**src/verilog/pport_pkg.sv**
```systemverilog
// Behaviour
// - master holds address, asserts chip select first
// - output enable starts driving the data bus
// - read strobe puts addressed FIFO word out; code does so at address zero only, others give an address/pointer pattern
// - read pointer advances on strobe release
// - master keeps output enable during reads
// - strobe and output enable may be tied
// - burst: old FIFO data until ready asserts
// - muxed reads repeat under held chip enable
// - muxed read ends at first OE/CE release
// - muxed writes repeat under held chip enable
// - muxed write ends at first WE/CE release
// - both ends use the same clock edge
// - ready asserts two cycles after OE
// - ready drops one cycle after last word
// - first data two cycles after OE
// - last word held until OE released
// - transfers are whole bursts
// - ready never drops mid-burst
// - master keeps OE through a burst
// - latency selectable two or one cycle
package pport_pkg;
  localparam int DATA_W = 16;
  localparam int ADDR_W = 2;
  localparam int BURST_LOG_W = 3;
  localparam logic [1:0] MODE_FIFO = 2'h0;
  localparam logic [1:0] MODE_AMUX = 2'h1;
  localparam logic [1:0] MODE_SYNC = 2'h2;
  localparam logic [1:0] LAT_LONG = 2'h2;
  localparam logic [1:0] LAT_SHORT = 2'h1;
  localparam int LINK_DIV = 25;
endpackage

```
**src/verilog/pport_if.sv**
```systemverilog
`timescale 1ns/1ps
interface pport_if;
  logic linkClk;
  logic csN;
  logic oeN;
  logic rdN;
  logic weN;
  logic addressValidN;
  logic [pport_pkg::ADDR_W-1:0] addr;
  logic [pport_pkg::DATA_W-1:0] hostDq;
  logic hostDqOeN;
  logic [pport_pkg::DATA_W-1:0] devDq;
  logic devDqOeN;
  logic ready;
  wire [pport_pkg::DATA_W-1:0] dq = !devDqOeN ? devDq : hostDq;
  modport device(input linkClk, csN, oeN, rdN, weN, addressValidN, addr, hostDq, hostDqOeN,
    output devDq, devDqOeN, ready);
  modport host(output linkClk, csN, oeN, rdN, weN, addressValidN, addr, hostDq, hostDqOeN,
    input devDq, devDqOeN, ready);
endinterface

```
**src/verilog/word_fifo.sv**
```systemverilog
`timescale 1ns/1ps
module word_fifo #(
  parameter int WIDTH = 16,
  parameter int DEPTH = 4
) (
  input wire logic mclk,
  input wire logic sys_rst,
  input wire logic inValid,
  output logic inReady,
  input wire logic [WIDTH-1:0] inData,
  output logic outValid,
  input wire logic outReady,
  output logic [WIDTH-1:0] outData
);
  localparam int AW = $clog2(DEPTH);
  typedef struct packed {
    logic [AW:0] wp;
    logic [AW:0] rp;
  } state_s;
  state_s st_reg, st_next;
  logic [WIDTH-1:0] mem [DEPTH];
  logic full, empty;
  assign empty = st_reg.wp == st_reg.rp;
  assign full = (st_reg.wp[AW-1:0] == st_reg.rp[AW-1:0]) && (st_reg.wp[AW] != st_reg.rp[AW]);
  assign inReady = !full;
  assign outValid = !empty;
  assign outData = mem[st_reg.rp[AW-1:0]];
  always_comb begin
    st_next = st_reg;
    if (inValid && !full) st_next.wp = st_reg.wp + 1'b1;
    if (outReady && !empty) st_next.rp = st_reg.rp + 1'b1;
  end
  always_ff @(posedge mclk) begin
    if (sys_rst) st_reg <= '0;
    else st_reg <= st_next;
    if (inValid && !full) mem[st_reg.wp[AW-1:0]] <= inData;
  end
endmodule

```
**src/verilog/pport_device.sv**
```systemverilog
`timescale 1ns/1ps
module pport_device #(
  parameter int NFIFO = 4,
  parameter int DATA_W = pport_pkg::DATA_W
) (
  input wire logic mclk,
  input wire logic sys_rst,
  pport_if.device link,
  input wire logic [1:0] mode,
  input wire logic shortLatency,
  input wire logic [pport_pkg::BURST_LOG_W-1:0] burstLog,
  input wire logic [DATA_W-1:0] srcData,
  input wire logic srcValid,
  output logic srcReady,
  output logic [DATA_W-1:0] wrData,
  output logic wrStrobe,
  output logic [NFIFO*4-1:0] fifoPtrs
);
  localparam int AW = pport_pkg::ADDR_W;
  typedef struct packed {
    logic [1:0] s1, s2, s3, s4, s5, s6;
    logic cl1, cl2, cl3;
    logic [AW-1:0] a1, a2;
    logic [DATA_W-1:0] d1, d2;
    logic prevRd, prevWe, prevClk, active;
    logic [DATA_W-1:0] dout;
    logic dOeN;
    logic rdy;
    logic [1:0] lat;
    logic [8:0] left;
    logic [NFIFO*4-1:0] ptrs;
    logic [DATA_W-1:0] wd;
    logic ws;
  } state_s;
  state_s st_reg, st_next;
  logic csN, oeN, rdN, weN, clkS, rise;
  logic fifoValid, pop;
  logic [DATA_W-1:0] fifoData;
  word_fifo #(.WIDTH(DATA_W), .DEPTH(4)) u_fifo (.mclk(mclk), .sys_rst(sys_rst),
    .inValid(srcValid), .inReady(srcReady), .inData(srcData), .outValid(fifoValid),
    .outReady(pop), .outData(fifoData));
  assign csN = st_reg.s2[0];
  assign oeN = st_reg.s2[1];
  assign rdN = st_reg.s4[0];
  assign weN = st_reg.s4[1];
  assign clkS = st_reg.cl2;
  assign rise = clkS && !st_reg.prevClk;
  assign link.devDq = st_reg.dout;
  assign link.devDqOeN = st_reg.dOeN;
  assign link.ready = st_reg.rdy;
  assign wrData = st_reg.wd;
  assign wrStrobe = st_reg.ws;
  assign fifoPtrs = st_reg.ptrs;
  always_comb begin
    st_next = st_reg;
    pop = 1'b0;
    st_next.s1 = {link.oeN, link.csN};
    st_next.s2 = st_reg.s1;
    st_next.s3 = {link.weN, link.rdN};
    st_next.s4 = st_reg.s3;
    st_next.cl1 = link.linkClk;
    st_next.cl2 = st_reg.cl1;
    st_next.a1 = link.addr;
    st_next.a2 = st_reg.a1;
    st_next.d1 = link.hostDq;
    st_next.d2 = st_reg.d1;
    st_next.prevClk = clkS;
    st_next.prevRd = rdN;
    st_next.prevWe = weN;
    st_next.ws = 1'b0;
    case (mode)
      pport_pkg::MODE_FIFO: begin
        st_next.dOeN = csN || oeN;
        if (!csN && !rdN) begin
          // address zero is the stream; others return an address/pointer pattern
          st_next.dout = st_reg.a2 == '0 ? fifoData :
            {{(DATA_W-6){1'b0}}, st_reg.a2, st_reg.ptrs[st_reg.a2*4 +: 4]};
        end
        if (!csN && rdN && !st_reg.prevRd) begin
          st_next.ptrs[st_reg.a2*4 +: 4] = st_reg.ptrs[st_reg.a2*4 +: 4] + 4'h1;
          pop = st_reg.a2 == '0 && fifoValid;
        end
      end
      pport_pkg::MODE_AMUX: begin
        st_next.dOeN = csN || oeN;
        if (!csN && !oeN) begin
          st_next.dout = fifoData;
        end
        if (st_reg.active && (csN || oeN)) begin
          pop = fifoValid;
        end
        st_next.active = !csN && !oeN;
        if (!csN && !weN) st_next.wd = st_reg.d2;
        if (!st_reg.prevWe && (weN || csN) && !st_reg.ws) begin
          st_next.ws = 1'b1;
          st_next.prevWe = 1'b1;
        end
        if (csN) st_next.prevWe = 1'b1;
      end
      pport_pkg::MODE_SYNC: begin
        if (rise) begin
          if (csN || oeN) begin
            st_next.lat = shortLatency ? pport_pkg::LAT_SHORT : pport_pkg::LAT_LONG;
            st_next.rdy = 1'b0;
            st_next.dOeN = 1'b1;
            st_next.left = 9'h001 << burstLog;
          end else if (st_reg.lat > 2'h1) begin
            st_next.lat = st_reg.lat - 2'h1;
            st_next.dOeN = 1'b0;
          end else if (st_reg.left != 9'h000) begin
            st_next.rdy = 1'b1;
            st_next.dout = fifoData;
            pop = fifoValid;
            st_next.left = st_reg.left - 9'h001;
            st_next.dOeN = 1'b0;
            st_next.lat = 2'h0;
          end else begin
            st_next.rdy = 1'b0;
          end
        end
      end
      default: st_next.dOeN = 1'b1;
    endcase
  end
  always_ff @(posedge mclk) begin
    if (sys_rst) begin
      st_reg <= '0;
      st_reg.s1 <= 2'h3;
      st_reg.s2 <= 2'h3;
      st_reg.s3 <= 2'h3;
      st_reg.s4 <= 2'h3;
      st_reg.prevRd <= 1'b1;
      st_reg.prevWe <= 1'b1;
      st_reg.dOeN <= 1'b1;
      st_reg.lat <= pport_pkg::LAT_LONG;
    end else begin
      st_reg <= st_next;
    end
  end
endmodule

```
**src/flat_wrapper.sv**
```systemverilog
// flat-port wrapper written by rule: the top's interface ports become plain ports
module pport_device_flat 
#(
  parameter int NFIFO = 4,
  parameter int DATA_W = pport_pkg::DATA_W
)
  (mclk, sys_rst, mode, shortLatency, burstLog, srcData, srcValid, srcReady, wrData, wrStrobe, fifoPtrs, link_linkClk, link_csN, link_oeN, link_rdN, link_weN, link_addressValidN, link_addr, link_hostDq, link_hostDqOeN, link_devDq, link_devDqOeN, link_ready);
  pport_if link_i ();
  input wire logic mclk;
  input wire logic sys_rst;
  input wire logic [1:0] mode;
  input wire logic shortLatency;
  input wire logic [pport_pkg::BURST_LOG_W-1:0] burstLog;
  input wire logic [DATA_W-1:0] srcData;
  input wire logic srcValid;
  output logic srcReady;
  output logic [DATA_W-1:0] wrData;
  output logic wrStrobe;
  output logic [NFIFO*4-1:0] fifoPtrs;
  input wire logic [$bits(link_i.linkClk)-1:0] link_linkClk;
  input wire logic [$bits(link_i.csN)-1:0] link_csN;
  input wire logic [$bits(link_i.oeN)-1:0] link_oeN;
  input wire logic [$bits(link_i.rdN)-1:0] link_rdN;
  input wire logic [$bits(link_i.weN)-1:0] link_weN;
  input wire logic [$bits(link_i.addressValidN)-1:0] link_addressValidN;
  input wire logic [$bits(link_i.addr)-1:0] link_addr;
  input wire logic [$bits(link_i.hostDq)-1:0] link_hostDq;
  input wire logic [$bits(link_i.hostDqOeN)-1:0] link_hostDqOeN;
  output wire logic [$bits(link_i.devDq)-1:0] link_devDq;
  output wire logic [$bits(link_i.devDqOeN)-1:0] link_devDqOeN;
  output wire logic [$bits(link_i.ready)-1:0] link_ready;
  assign link_i.linkClk = link_linkClk;
  assign link_i.csN = link_csN;
  assign link_i.oeN = link_oeN;
  assign link_i.rdN = link_rdN;
  assign link_i.weN = link_weN;
  assign link_i.addressValidN = link_addressValidN;
  assign link_i.addr = link_addr;
  assign link_i.hostDq = link_hostDq;
  assign link_i.hostDqOeN = link_hostDqOeN;
  assign link_devDq = link_i.devDq;
  assign link_devDqOeN = link_i.devDqOeN;
  assign link_ready = link_i.ready;
  pport_device #(.NFIFO(NFIFO), .DATA_W(DATA_W)) u_core (.mclk(mclk), .sys_rst(sys_rst), .link(link_i), .mode(mode), .shortLatency(shortLatency), .burstLog(burstLog), .srcData(srcData), .srcValid(srcValid), .srcReady(srcReady), .wrData(wrData), .wrStrobe(wrStrobe), .fifoPtrs(fifoPtrs));
endmodule
```
**config.mk**
```make
export PLATFORM = sky130hd
export DESIGN_NAME = pport_device_flat
export DESIGN_NICKNAME = d
export VERILOG_FILES = /design/src/verilog/pport_pkg.sv /design/src/verilog/pport_if.sv /design/src/verilog/word_fifo.sv /design/src/verilog/pport_device.sv /design/src/flat_wrapper.sv
export SDC_FILE = /design/constraint.sdc
export NUM_CORES = 1
export LEC_CHECK = 0
export BUFFER_PORTS_ARGS = -buffer_cell sky130_fd_sc_hd__clkbuf_2
export CORE_UTILIZATION = 62
export CTS_CLUSTER_SIZE = 20
export DETAILED_ROUTE_END_ITERATION = 8
export GPL_TIMING_DRIVEN = 1
export PLACE_DENSITY_LB_ADDON = 0.25
export SLEW_MARGIN = 10
export SYNTH_ARGS = -nofsm -noshare
export SYNTH_HDL_FRONTEND = slang
export SYNTH_SLANG_ARGS = --single-unit
```
**constraint.sdc**
```tcl
create_clock -name mclk -period 3.92 [get_ports mclk]
set_input_delay 0.784 -clock mclk [delete_from_list [all_inputs] [get_ports mclk]]
set_output_delay 0.784 -clock mclk [all_outputs]
set_load 0.05 [all_outputs]
```
==> results.md <==
* Status: complete, no violations
* Worst-path clk slew at around 70 ps
* Setup Buffers After CTS at 0
* Yosys reg bits at 184
* Ys async rst share at 0
* Total gr overflow at 0
* Fin Hold WS at around 410 ps
* Die width at 113.2 µm
* I/O Buffers at slightly below 100
* Die height at 113.2 µm
* Post-synth EDFFs at 64
* WL/cell at approximately 18 µm
* CTS resizes at 0
* FP Rows at 40
* Largest net degree at the start of global routing at 65
* Max Clk Rate at around 0.4 GHz
* Critical Path RT at about 4200 ps
* Max FO, Critical Path at 9
* RSZ-0062 raised after global routing: no
* Area Overhead vs Synth at 10.09%
* Slew Viols, Final at 0
* Worst Max-Slew Pin Slew at 1096 ps
* Worst-Skew Late Latency at 430 ps
* Die area at roughly 13000 µm²
* CTS tree: yes
* Worst Setup Start Kind: input pin
* Synthesized area at between 7000 and 8000 µm²
* First-pass GRT wire length at 24000 µm
* Arr. time, crit path at 2880 ps
* Max reg flops at 64
* Hold crit path type: flip-flop to flip-flop
* Worst ir drop on vdd at around 0.00033 V
* Final hold vios at 0
* Synth warn at 0
* GP Congestion at 0.8517
* Root buf cell: clkbuf_16
* Detailed Route Iter0 Violations at between 400 and 500
* I/O pin count at between 100 and 150
* Antenna cell count at 0
* Period utilization at 0.6531
* Post-synthesis sequential area ratio at 0.5644
* Most used DFF post-synth: dfxtp_1
* Number of vias per cell at between 6 and 7
* Post-synthesis cell count at between 600 and 700
* Clk_skew at approximately 6.5 ps
* Layout cells sized above 1 at 0.2564
* Syn Area/Cell at 11.82 µm²
* Initial cell density of the core at 0.6378
* Post-route minimum period at between 2000 and 3000 ps
* Final wirelength at roughly 15000 µm
* Pwr Density at about 470 nW/µm²
* Vias in the first global route at 4811
* Vias at between 5k and 6k
* Worst Setup Path Type: input pin to flip-flop
* Drt drc at 0
* Maximum clock insertion buffer count at 2
* Number of nets in the layout at 756
* Final ANT Viol Nets at 0
* # clock sinks at 184
* Total CTS buffers at 17
* Drt pass-1 iters at 5
* Core Box Area at about 12000 µm²
* MaxCap Viol Count at 0
* Total GRT Usage at 0.2470
* Slew Limit Headroom at 0.2683
* Initial antenna violation count at 0
* Syn_nets at 715
* Leak at about 0.0032 µW
* Post-DP HPWL at 10010 µm
* Hold_buf cts at 0
* Setup TNS at 0 ps
* Setup violators final at 0
* Synth unique cells at 72
* Crit path capture type: flip-flop
* H-tree depth at 4
## report_power, final
| group | switching (µW) | internal, µW | total, µW |
|---|---|---|---|
| Combinational | 175 | 91.3 | 267 |
| Sequential | 31.2 | 2050 | 2080 |
| Clock | 698 | 945 | 1640 |
| Total | 904 | 3080 | 3990 |
## synth_stat cells, types with 3 or more instances
cell type / number / area share
a31oi_1: 3 / 0.0025
inv_1: 17 / 0.0083
xor2_1: 4 / 0.0046
nand2_1: 52 / 0.025
mux4_2: 20 / 0.059
o221ai_1: 8 / 0.0091
or2_2: 9 / 0.0073
a2bb2oi_1: 4 / 0.0046
nor3b_1: 3 / 0.0029
o21ai_0: 11 / 0.0072
dfxtp_1: 120 / 0.31
nor3_1: 7 / 0.0046
o211ai_1: 3 / 0.0029
o22ai_1: 5 / 0.0041
clkbuf_1: 19 / 0.0093
ha_1: 17 / 0.028
nand3_1: 13 / 0.0085
nor2_1: 29 / 0.014
and4_1: 4 / 0.0046
or2b_1: 6 / 0.0059
a22oi_1: 14 / 0.014
o2111ai_1: 10 / 0.011
nand4_1: 6 / 0.0049
edfxtp_1: 64 / 0.25
mux2_2: 3 / 0.0044
or3_1: 5 / 0.0041
buf_4: 49 / 0.048
mux2i_1: 3 / 0.0039
a211o_1: 3 / 0.0034
buf_1: 3 / 0.0015
nor4_1: 4 / 0.0033
buf_2: 7 / 0.0046
or4_1: 5 / 0.0049
a21oi_1: 29 / 0.019
nor2b_1: 43 / 0.035
and2_1: 3 / 0.0025
a211oi_2: 3 / 0.0049
## worst max-delay path: stages
cell and delay, ps:
clkbuf_2 100, inv_1 70, ha_1 370, nand3b_4 190, a211oi_1 830, nor2_1 150, o311a_1 380
## path summary, 6_finish.rpt
check	start	to	slack, ps	depth (start not counted)
setup / recovery	mode[0]	u_core.st_reg[34]$_SDFFE_PP0P_	1360	7
hold / removal	u_core.st_next[114]$_SDFF_PP1_	u_core.oeN$_SDFF_PP1_	410	1
setup reg to reg	u_core.csN$_SDFF_PP1_	u_core.link.devDq[1]$_SDFFE_PP0P_	1420	4
hold reg to reg	u_core.st_next[114]$_SDFF_PP1_	u_core.oeN$_SDFF_PP1_	410	1
## final cells by class
cell class                      count  area, µm²
Inverter                           17      63.81
Fill cell                         853       3577
Clock inverter                     11      92.59
Tap cell                          147      183.9
Clock buffer                       21      481.7
Timing Repair Buffer              102      518.0
Sequential cell                   184       4324
Multi-Input combinational cell    367       2770
## logic make-up (layout without fill, tap and decap cells)
kind of cell | after synthesis | after routing | share of synthesized area
xor gates and xnor gates | 6 | 6 | 0.006859
and+or+nand+nor | 204 | 204 | 0.1489
adders and majority gates | 17 | 17 | 0.02776
DFF | 184 | 184 | 0.5644
AOI/OAI and AO/OA | 114 | 114 | 0.1102
muxes | 26 | 26 | 0.06712
buffers and inverters | 97 | 151 | 0.07464
## layout by cell type, fill, tap and decap left out, types with 18 or more instances in the layout
| cell type | synthesis | layout |
|---|---|---|
| dfxtp_1 | 120 | 120 |
| clkbuf_2 | 0 | 98 |
| mux4_2 | 20 | 20 |
| nand2_1 | 52 | 52 |
| a21oi_1 | 29 | 29 |
| edfxtp_1 | 64 | 64 |
| nor2b_1 | 43 | 43 |
| inv_1 | 17 | 18 |
| clkbuf_16 | 0 | 18 |
| nor2_1 | 29 | 29 |
## per-stage QoR
stage          total power, µW  utilization  instances  worst slack, ps  area (µm²)
2_1_floorplan             2311            -        648             1502        7661
3_3_place_gp              2369       0.6544        817             1055        7860
3_5_place_dp              2384       0.6544        817            987.9        7860
4_1_cts                   4007       0.7022        849             1426        8434
5_1_grt                   4116       0.7022        849             1223        8434
6_report                  3988       0.7022        849             1360        8434
## routing by layer
layer	vias up	share of wire	GRT usage
met5	-	0	0
li1	2406	-	-
met1	2494	0.43	0.3168
met2	181	0.50	0.4078
met3	25	0.056	0.05570
met4	0	0.018	0.1009
Power figures use the tool's default switching activity.
